[src/logic/ccb_pkg.sv]
/*
  constants for the small instruction core: opcode patterns, field positions,
  widths and the sequencer state type.
  assumes 14-bit instruction words and a 128-byte file register space.
*/
package ccb_pkg;

  // ----------------------------------------------------------------
  // widths
  // ----------------------------------------------------------------
  localparam int WORD_W = 14;
  localparam int DATA_W = 8;
  localparam int FADDR_W = 7;
  localparam int JLIT_W = 11;
  localparam int PC_W = 15;
  localparam int LATCH_W = 8;
  localparam int FILE_DEPTH = 128;

  // ----------------------------------------------------------------
  // field positions
  // ----------------------------------------------------------------
  localparam int DEST_BIT = 7;
  localparam int LATCH_LO = 3;
  localparam int LATCH_HI = 6;

  // ----------------------------------------------------------------
  // opcode masks and match values
  // ----------------------------------------------------------------
  localparam logic [WORD_W-1:0] CLEAR_FILE_MASK = 14'h3f80;
  localparam logic [WORD_W-1:0] CLEAR_FILE_MATCH = 14'h0080;
  localparam logic [WORD_W-1:0] CLEAR_ACC_MASK = 14'h3ffc;
  localparam logic [WORD_W-1:0] CLEAR_ACC_MATCH = 14'h0100;
  localparam logic [WORD_W-1:0] FILE_OP_MASK = 14'h3f00;
  localparam logic [WORD_W-1:0] DECREMENT_MATCH = 14'h0300;
  localparam logic [WORD_W-1:0] DEC_SKIP_MATCH = 14'h0b00;
  localparam logic [WORD_W-1:0] INC_SKIP_MATCH = 14'h0f00;
  localparam logic [WORD_W-1:0] LITERAL_OR_MATCH = 14'h3800;
  localparam logic [WORD_W-1:0] JUMP_MASK = 14'h3800;
  localparam logic [WORD_W-1:0] JUMP_MATCH = 14'h2800;

  // ----------------------------------------------------------------
  // values
  // ----------------------------------------------------------------
  localparam logic [DATA_W-1:0] ZERO_BYTE = 8'h00;
  localparam logic [DATA_W-1:0] ONE_BYTE = 8'h01;
  localparam logic [PC_W-1:0] PC_RESET = 15'h0000;
  localparam logic [PC_W-1:0] PC_STEP = 15'h0001;
  localparam logic [WORD_W-1:0] IDLE_SLOT_WORD = 14'h0000;

  typedef enum logic [2:0] {
    OP_IDLE, OP_CLEAR_FILE, OP_CLEAR_ACC, OP_DECREMENT, OP_DEC_SKIP, OP_INC_SKIP, OP_JUMP, OP_LITERAL_OR
  } ccb_op_t;

  // one instruction cycle is a decode step plus an execute step
  typedef enum logic [3:0] {
    ST_DECODE = 4'b0001,
    ST_EXECUTE = 4'b0010,
    ST_FLUSH_A = 4'b0100,
    ST_FLUSH_B = 4'b1000
  } ccb_state_t;

endpackage

[src/logic/ccb_core.sv]
/*
  execution core for clear, decrement, skip-on-zero, absolute jump and
  literal or instructions, with the result-null flag.
  assumes program memory returns the word for progAddr in the same cycle and
  that upperAddressLatch is driven by logic on clk.
*/
// Summary of operation
// [RULE1] clear_file_op writes zero to file register 0..127 and sets null flag
// [RULE2] clear_accumulator_op loads zero into accumulator and sets null flag
// [RULE3] decrement_file_op stores f minus one by destination bit, updates null flag
// [RULE4] decrement_skip_zero_op stores f minus one by destination, flags untouched
// [RULE5] zero decrement result replaces next instruction with idle_slot, two cycles
// [RULE6] increment_skip_zero_op stores f plus one by destination, flags untouched
// [RULE7] zero increment result replaces next instruction with idle_slot, two cycles
// [RULE8] absolute_jump_op loads literal into pc low bits, latch bits 6:3 above
// [RULE9] absolute_jump_op always takes two instruction cycles, flags untouched
// [RULE10] literal_or_op ors 8-bit literal into accumulator, updates null flag
// [RULE11] null flag set when 8-bit result is zero, cleared otherwise
module ccb_core
  import ccb_pkg::*;
(
  input wire logic clk,
  input wire logic rst,
  input wire logic [WORD_W-1:0] progWord,
  input wire logic [LATCH_W-1:0] upperAddressLatch,
  output logic [PC_W-1:0] progAddr,
  output logic [DATA_W-1:0] accumulator,
  output logic zeroFlag,
  output logic cycleDone
);

  // ----------------------------------------------------------------
  // declarations
  // ----------------------------------------------------------------
  ccb_state_t state;
  ccb_state_t next_state;
  ccb_op_t op;
  logic [WORD_W-1:0] instrWord;
  logic [DATA_W-1:0] fileData;
  logic [DATA_W-1:0] aluOut;
  logic toFile;
  logic toAcc;
  logic touchZero;
  logic skipNext;
  logic jumpTaken;
  logic execNow;
  logic [FADDR_W-1:0] fileAddr;

  assign execNow = (state == ST_EXECUTE);
  assign fileAddr = instrWord[FADDR_W-1:0];

  // ----------------------------------------------------------------
  // file register memory
  // ----------------------------------------------------------------
  // read is launched from the fetched word so data is ready at execute;
  // a write that meets reset is dropped so a mid-run reset cannot corrupt a cell
  ccb_file_mem u_file_mem (
    .clk(clk),
    .wrEn(execNow && toFile && !rst),
    .wrAddr(fileAddr),
    .wrData(aluOut),
    .rdAddr(progWord[FADDR_W-1:0]),
    .rdData(fileData)
  );

  // ----------------------------------------------------------------
  // decode
  // ----------------------------------------------------------------
  // unknown words fall through to an idle slot
  always_comb begin
    if ((instrWord & CLEAR_FILE_MASK) == CLEAR_FILE_MATCH) op = OP_CLEAR_FILE;
    else if ((instrWord & CLEAR_ACC_MASK) == CLEAR_ACC_MATCH) op = OP_CLEAR_ACC;
    else if ((instrWord & FILE_OP_MASK) == DECREMENT_MATCH) op = OP_DECREMENT;
    else if ((instrWord & FILE_OP_MASK) == DEC_SKIP_MATCH) op = OP_DEC_SKIP;
    else if ((instrWord & FILE_OP_MASK) == INC_SKIP_MATCH) op = OP_INC_SKIP;
    else if ((instrWord & FILE_OP_MASK) == LITERAL_OR_MATCH) op = OP_LITERAL_OR;
    else if ((instrWord & JUMP_MASK) == JUMP_MATCH) op = OP_JUMP;
    else op = OP_IDLE;
  end

  // ----------------------------------------------------------------
  // datapath
  // ----------------------------------------------------------------
  always_comb begin
    aluOut = ZERO_BYTE;
    toFile = 1'b0;
    toAcc = 1'b0;
    touchZero = 1'b0;
    skipNext = 1'b0;
    jumpTaken = 1'b0;
    unique case (op)
      OP_CLEAR_FILE: begin
        aluOut = ZERO_BYTE; // [RULE1]
        toFile = 1'b1;
        touchZero = 1'b1;
      end
      OP_CLEAR_ACC: begin
        aluOut = ZERO_BYTE; // [RULE2]
        toAcc = 1'b1;
        touchZero = 1'b1;
      end
      OP_DECREMENT: begin
        aluOut = fileData - ONE_BYTE; // [RULE3]
        toFile = instrWord[DEST_BIT];
        toAcc = !instrWord[DEST_BIT];
        touchZero = 1'b1;
      end
      OP_DEC_SKIP: begin
        aluOut = fileData - ONE_BYTE; // [RULE4]
        toFile = instrWord[DEST_BIT];
        toAcc = !instrWord[DEST_BIT];
        skipNext = (aluOut == ZERO_BYTE); // [RULE5]
      end
      OP_INC_SKIP: begin
        aluOut = fileData + ONE_BYTE; // [RULE6]
        toFile = instrWord[DEST_BIT];
        toAcc = !instrWord[DEST_BIT];
        skipNext = (aluOut == ZERO_BYTE); // [RULE7]
      end
      OP_LITERAL_OR: begin
        aluOut = accumulator | instrWord[DATA_W-1:0]; // [RULE10]
        toAcc = 1'b1;
        touchZero = 1'b1;
      end
      OP_JUMP: begin
        jumpTaken = 1'b1; // [RULE9]
      end
      OP_IDLE: begin
        aluOut = ZERO_BYTE;
      end
    endcase
  end

  // ----------------------------------------------------------------
  // sequencer
  // ----------------------------------------------------------------
  // a skip or jump spends one extra instruction cycle on an idle slot
  always_comb begin
    unique case (state)
      ST_DECODE: next_state = ST_EXECUTE;
      ST_EXECUTE: next_state = (skipNext || jumpTaken) ? ST_FLUSH_A : ST_DECODE; // [RULE5] [RULE7] [RULE9]
      ST_FLUSH_A: next_state = ST_FLUSH_B;
      ST_FLUSH_B: next_state = ST_DECODE;
      default: next_state = ST_DECODE;
    endcase
  end

  always_ff @(posedge clk) begin
    if (rst) state <= ST_DECODE;
    else state <= next_state;
  end

  // the fetched word is held for execute; the idle slot is loaded at the end of ST_FLUSH_A
  always_ff @(posedge clk) begin
    if (rst) instrWord <= IDLE_SLOT_WORD;
    else if (state == ST_DECODE) instrWord <= progWord;
    else if (state == ST_FLUSH_A) instrWord <= IDLE_SLOT_WORD;
  end

  // ----------------------------------------------------------------
  // program counter
  // ----------------------------------------------------------------
  // a skip steps over the already fetched-ahead word by one more count
  always_ff @(posedge clk) begin
    if (rst) begin
      progAddr <= PC_RESET;
    end else if (state == ST_DECODE) begin
      progAddr <= progAddr + PC_STEP;
    end else if (execNow && jumpTaken) begin
      progAddr <= {upperAddressLatch[LATCH_HI:LATCH_LO], instrWord[JLIT_W-1:0]}; // [RULE8]
    end else if (execNow && skipNext) begin
      progAddr <= progAddr + PC_STEP; // [RULE5] [RULE7]
    end
  end

  // ----------------------------------------------------------------
  // accumulator and flag
  // ----------------------------------------------------------------
  always_ff @(posedge clk) begin
    if (rst) accumulator <= ZERO_BYTE;
    else if (execNow && toAcc) accumulator <= aluOut; // [RULE2] [RULE3] [RULE10]
  end

  // skip and jump leave the flag alone, since touchZero stays low for them
  always_ff @(posedge clk) begin
    if (rst) zeroFlag <= 1'b0;
    else if (execNow && touchZero) zeroFlag <= (aluOut == ZERO_BYTE); // [RULE1] [RULE11]
  end

  // one pulse per finished instruction cycle, flush cycles included
  always_ff @(posedge clk) begin
    if (rst) cycleDone <= 1'b0;
    else cycleDone <= (state == ST_EXECUTE) || (state == ST_FLUSH_B);
  end
endmodule

[src/logic/ccb_file_mem.sv]
/*
  file register memory: one write port, one read port with registered data.
  assumes reads and writes are issued in different cycles by the core.
*/
module ccb_file_mem
  import ccb_pkg::*;
(
  input wire logic clk,
  input wire logic wrEn,
  input wire logic [FADDR_W-1:0] wrAddr,
  input wire logic [DATA_W-1:0] wrData,
  input wire logic [FADDR_W-1:0] rdAddr,
  output logic [DATA_W-1:0] rdData
);

  logic [DATA_W-1:0] cells [FILE_DEPTH];

  // ----------------------------------------------------------------
  // storage
  // ----------------------------------------------------------------
  // no reset on the array so it maps onto plain ram
  always_ff @(posedge clk) begin
    if (wrEn) begin
      cells[wrAddr] <= wrData;
    end
  end

  // read data always comes out of a register
  always_ff @(posedge clk) begin
    rdData <= cells[rdAddr];
  end

endmodule

[config.mk]
export PLATFORM = sky130hd
export DESIGN_NAME = ccb_core
export DESIGN_NICKNAME = d
export VERILOG_FILES = /design/src/logic/ccb_pkg.sv /design/src/logic/ccb_core.sv /design/src/logic/ccb_file_mem.sv
export SDC_FILE = /design/constraint.sdc
export NUM_CORES = 1
export LEC_CHECK = 0
export BUFFER_PORTS_ARGS = -buffer_cell sky130_fd_sc_hd__buf_2
export CORE_MARGIN = 4
export CORE_UTILIZATION = 40
export DETAILED_ROUTE_END_ITERATION = 16
export GPL_TIMING_DRIVEN = 0
export SETUP_SLACK_MARGIN = 0.5
export SLEW_MARGIN = 20
export SYNTH_ARGS = -nofsm -noshare
export SYNTH_HDL_FRONTEND = slang
export SYNTH_SLANG_ARGS = --single-unit
[constraint.sdc]
create_clock -name clk -period 10.8 [get_ports clk]
set_input_delay 0 -clock clk [delete_from_list [all_inputs] [get_ports clk]]
set_output_delay 0 -clock clk [all_outputs]
set_load 0.02 [all_outputs]
==> impl_metrics.tcl <==
set metrics [dict create \
    hold_buffers 17 \
    layout_commonest_cell "edfxtp_1" \
    status "finished, final reports clean" \
    drtIter0Drc 2535 \
    synth-edff-count 1024 \
    setup_ws_ps 6490 \
    cts_resized 0 \
    hp-class "in -> reg" \
    utilization 0.470 \
    fin_area_um2 49000 \
    setup-violations-final 0 \
    ys_warn_count 0 \
    finalCritPeriodShare 0.399 \
    syn_nets 1982 \
    syn_area_per_cell_um2 21.6 \
    io_buffer_count 37 \
    worst_hold_slack_ps 98.6 \
    skew_ps 25.1 \
    grt_setup_unrepaired "false" \
    grt_pass1_vias 21500 \
    area_delta_synth_final_pct 15.9 \
    grt_usage 0.191 \
    syn_inst 1954 \
    grt_max_degree 51 \
    startpoint_type "flip-flop" \
    vdd_drop_max_mv 0.144 \
    max_cap_violations 0 \
    mostFrequentLayoutCells "edfxtp_1, mux4_2, nor2_1" \
    root_buffer "clkbuf_16" \
    fin_nets 2200 \
    period_needed_ps 4310 \
    pre_cts_slack_ps 6720 \
    wl_per_cell_um 29.1 \
    critPathKind "reg -> reg" \
    total_power_mw 8.99 \
    slew_viol_final 0 \
    grt_pass1_wl_um 154000 \
    fmax_ghz 0.232 \
    gp_congestion 0.840 \
    end_kind "flip-flop" \
    syn_area_um2 42300 \
    drive_above_1_share 0.293 \
    synth.distinct_cells 69 \
    max-slew-margin-rel 0.159 \
    p_leak_nw 15.9 \
    cts_tree "built" \
    drt-total-wl_um 106000 \
    crit_path_max_fanout 10 \
    tightestPinTransition_ps 1260 \
    crit_top_cell "nor2_1" \
    post-cts-setup-buffer-count 0 \
    clkSinkCount 1075 \
    cts.path.max_buffers 3 \
    dp_hpwl_um 73800 \
    overflow 0 \
    crit_family "simple AND/OR/NAND/NOR gates" \
    vias 21200 \
    cpPeakStageDelay_ps 830 \
    core_um2 104000 \
    initial_core_util 0.405 \
    dr.pass1.iters 5 \
    path_buf_inv 2 \
    insertion_delay_ps 690 \
    critical_path_required_ps 11100 \
    multi_input_area_um2 10000 \
    cts_buffers 108 \
    pwr_density_cell_nw_per_um2 184 \
    placedInstanceArea_um2 45100 \
    drtAntennaViolNets 0 \
    regArea_um2 31800 \
    worstPathCellList "clkbuf_1 > nor4_1 > o21bai_1 > nor2_1 > and2_1 > nand3_1 > clkbuf_2 > nor2_1" \
    ys_seq_area_frac 0.752 \
    synth_flop_cell "edfxtp_1" \
    antenna_found_initial 5 \
    fill_cells 8534 \
    clk_pin_slew_ps 60 \
    cts_max_level 3 \
    die_w_um 333 \
    ys_ff_latch 1075 \
    top_level_ports 49 \
    synthArstFlopShare 0 \
    die-area_um2 111000 \
    rows 118 \
    hold_viol 0 \
    cp.arrival_ps 4610 \
    viasPerCell 5.81 \
    drcViolationCount 0 \
    critPathSlowestCell "nor2_1" \
    die_h_um 333 \
]
[worst paths after layout]
kind,startpoint,to,slack (ps),depth (start not counted)
worst min register to register,accumulator[5],accumulator[5],560,2
worst max register to register,instrWord[10],u_file_mem.cells[79][5],6490,8
worst max-delay path,instrWord[10],u_file_mem.cells[79][5],6490,8
worst min-delay path,progWord[12],instrWord[12],100,3
[cells by family after synthesis]
kind of cell	count (synthesis)	synth area share
AO/OA/AOI/OAI	83	0.0146
AND/OR/NAND/NOR	303	0.0333
flip-flops	1075	0.752
XOR/XNOR	17	0.00352
buffers and inverters	119	0.0122
multiplexers	353	0.183
adder cells (fa/ha/maj)	4	0.00118
[metrics by stage]
step | instances | TNS (ps)
CTS | 3643 | 0
finish | 3646 | 0
global placement | 3371 | -464150
detailed placement | 3425 | 0
floorplan | 1954 | 0
global route | 3643 | 0
[metal layers]
layer  GRT usage  vias to the layer above  part of all wire
li1            -                     8683                 -
met2       0.303                      962              0.48
met5           0                        -           0.00012
met3      0.0415                      199             0.082
met1       0.268                    11300              0.41
met4      0.0576                        2             0.031
[power by group]
part	internal (mW)	switching, mW
Combinational	0.226	0.334
Clock	2.25	1.58
Sequential	4.58	0.0173
Total	7.06	1.93
[final cells by class]
class / count / share of cell area
multi-input cells: 760 / 0.205
repair buffers: 108 / 0.0257
plain buffers: 115 / 0.0105
diodes: 3 / 0.000153
clock inverters: 76 / 0.0168
well taps: 1380 / 0.0353
inverters: 4 / 0.000307
flip-flops and latches: 1075 / 0.649
clock buffers: 125 / 0.0574
[registers in the layout, summed over array words and instances (netlist names)]
| register | flops |
|---|---|
| zeroFlag | 1 |
| cycleDone | 1 |
| u_file_mem.cells | 1024 |
| state | 4 |
| instrWord | 14 |
| accumulator | 8 |
| progAddr | 15 |
| u_file_mem.rdData | 8 |
[worst reg2reg max path: cells and delay by family, from the launching register on]
family | cells | cell delay (ps)
AO/OA/AOI/OAI | 1 | 120
flip-flops | 1 | 330
buffers and inverters | 2 | 930
AND/OR/NAND/NOR | 5 | 2550
[cells in the mapped netlist (all sizes together) (3+ instances only)]
master / instances / area [um2]
a211oi: 6 / 50.1
a21o: 3 / 22.5
a21oi: 5 / 25.0
a22o: 15 / 131
and2: 3 / 20.0
and3: 6 / 37.5
buf: 50 / 255
clkbuf: 65 / 244
dfxtp: 51 / 1020
edfxtp: 1024 / 30700
ha: 4 / 50.1
inv: 4 / 15.0
mux2: 8 / 90.1
mux2i: 9 / 90.1
mux4: 336 / 7570
nand2: 36 / 135
nand3: 16 / 80.1
nand4: 5 / 31.3
nor2: 176 / 668
nor2b: 10 / 62.6
nor3: 13 / 70.1
nor3b: 6 / 45.0
nor4: 7 / 43.8
o2111ai: 3 / 26.3
o211ai: 5 / 37.5
o21ai: 19 / 95.1
o22ai: 3 / 18.8
o31ai: 3 / 22.5
or3: 5 / 32.5
or4: 5 / 37.5
or4b: 3 / 30.0
xnor2: 8 / 70.1
xor2: 9 / 78.8
No activity file was read; power rests on OpenSTA's default activity.
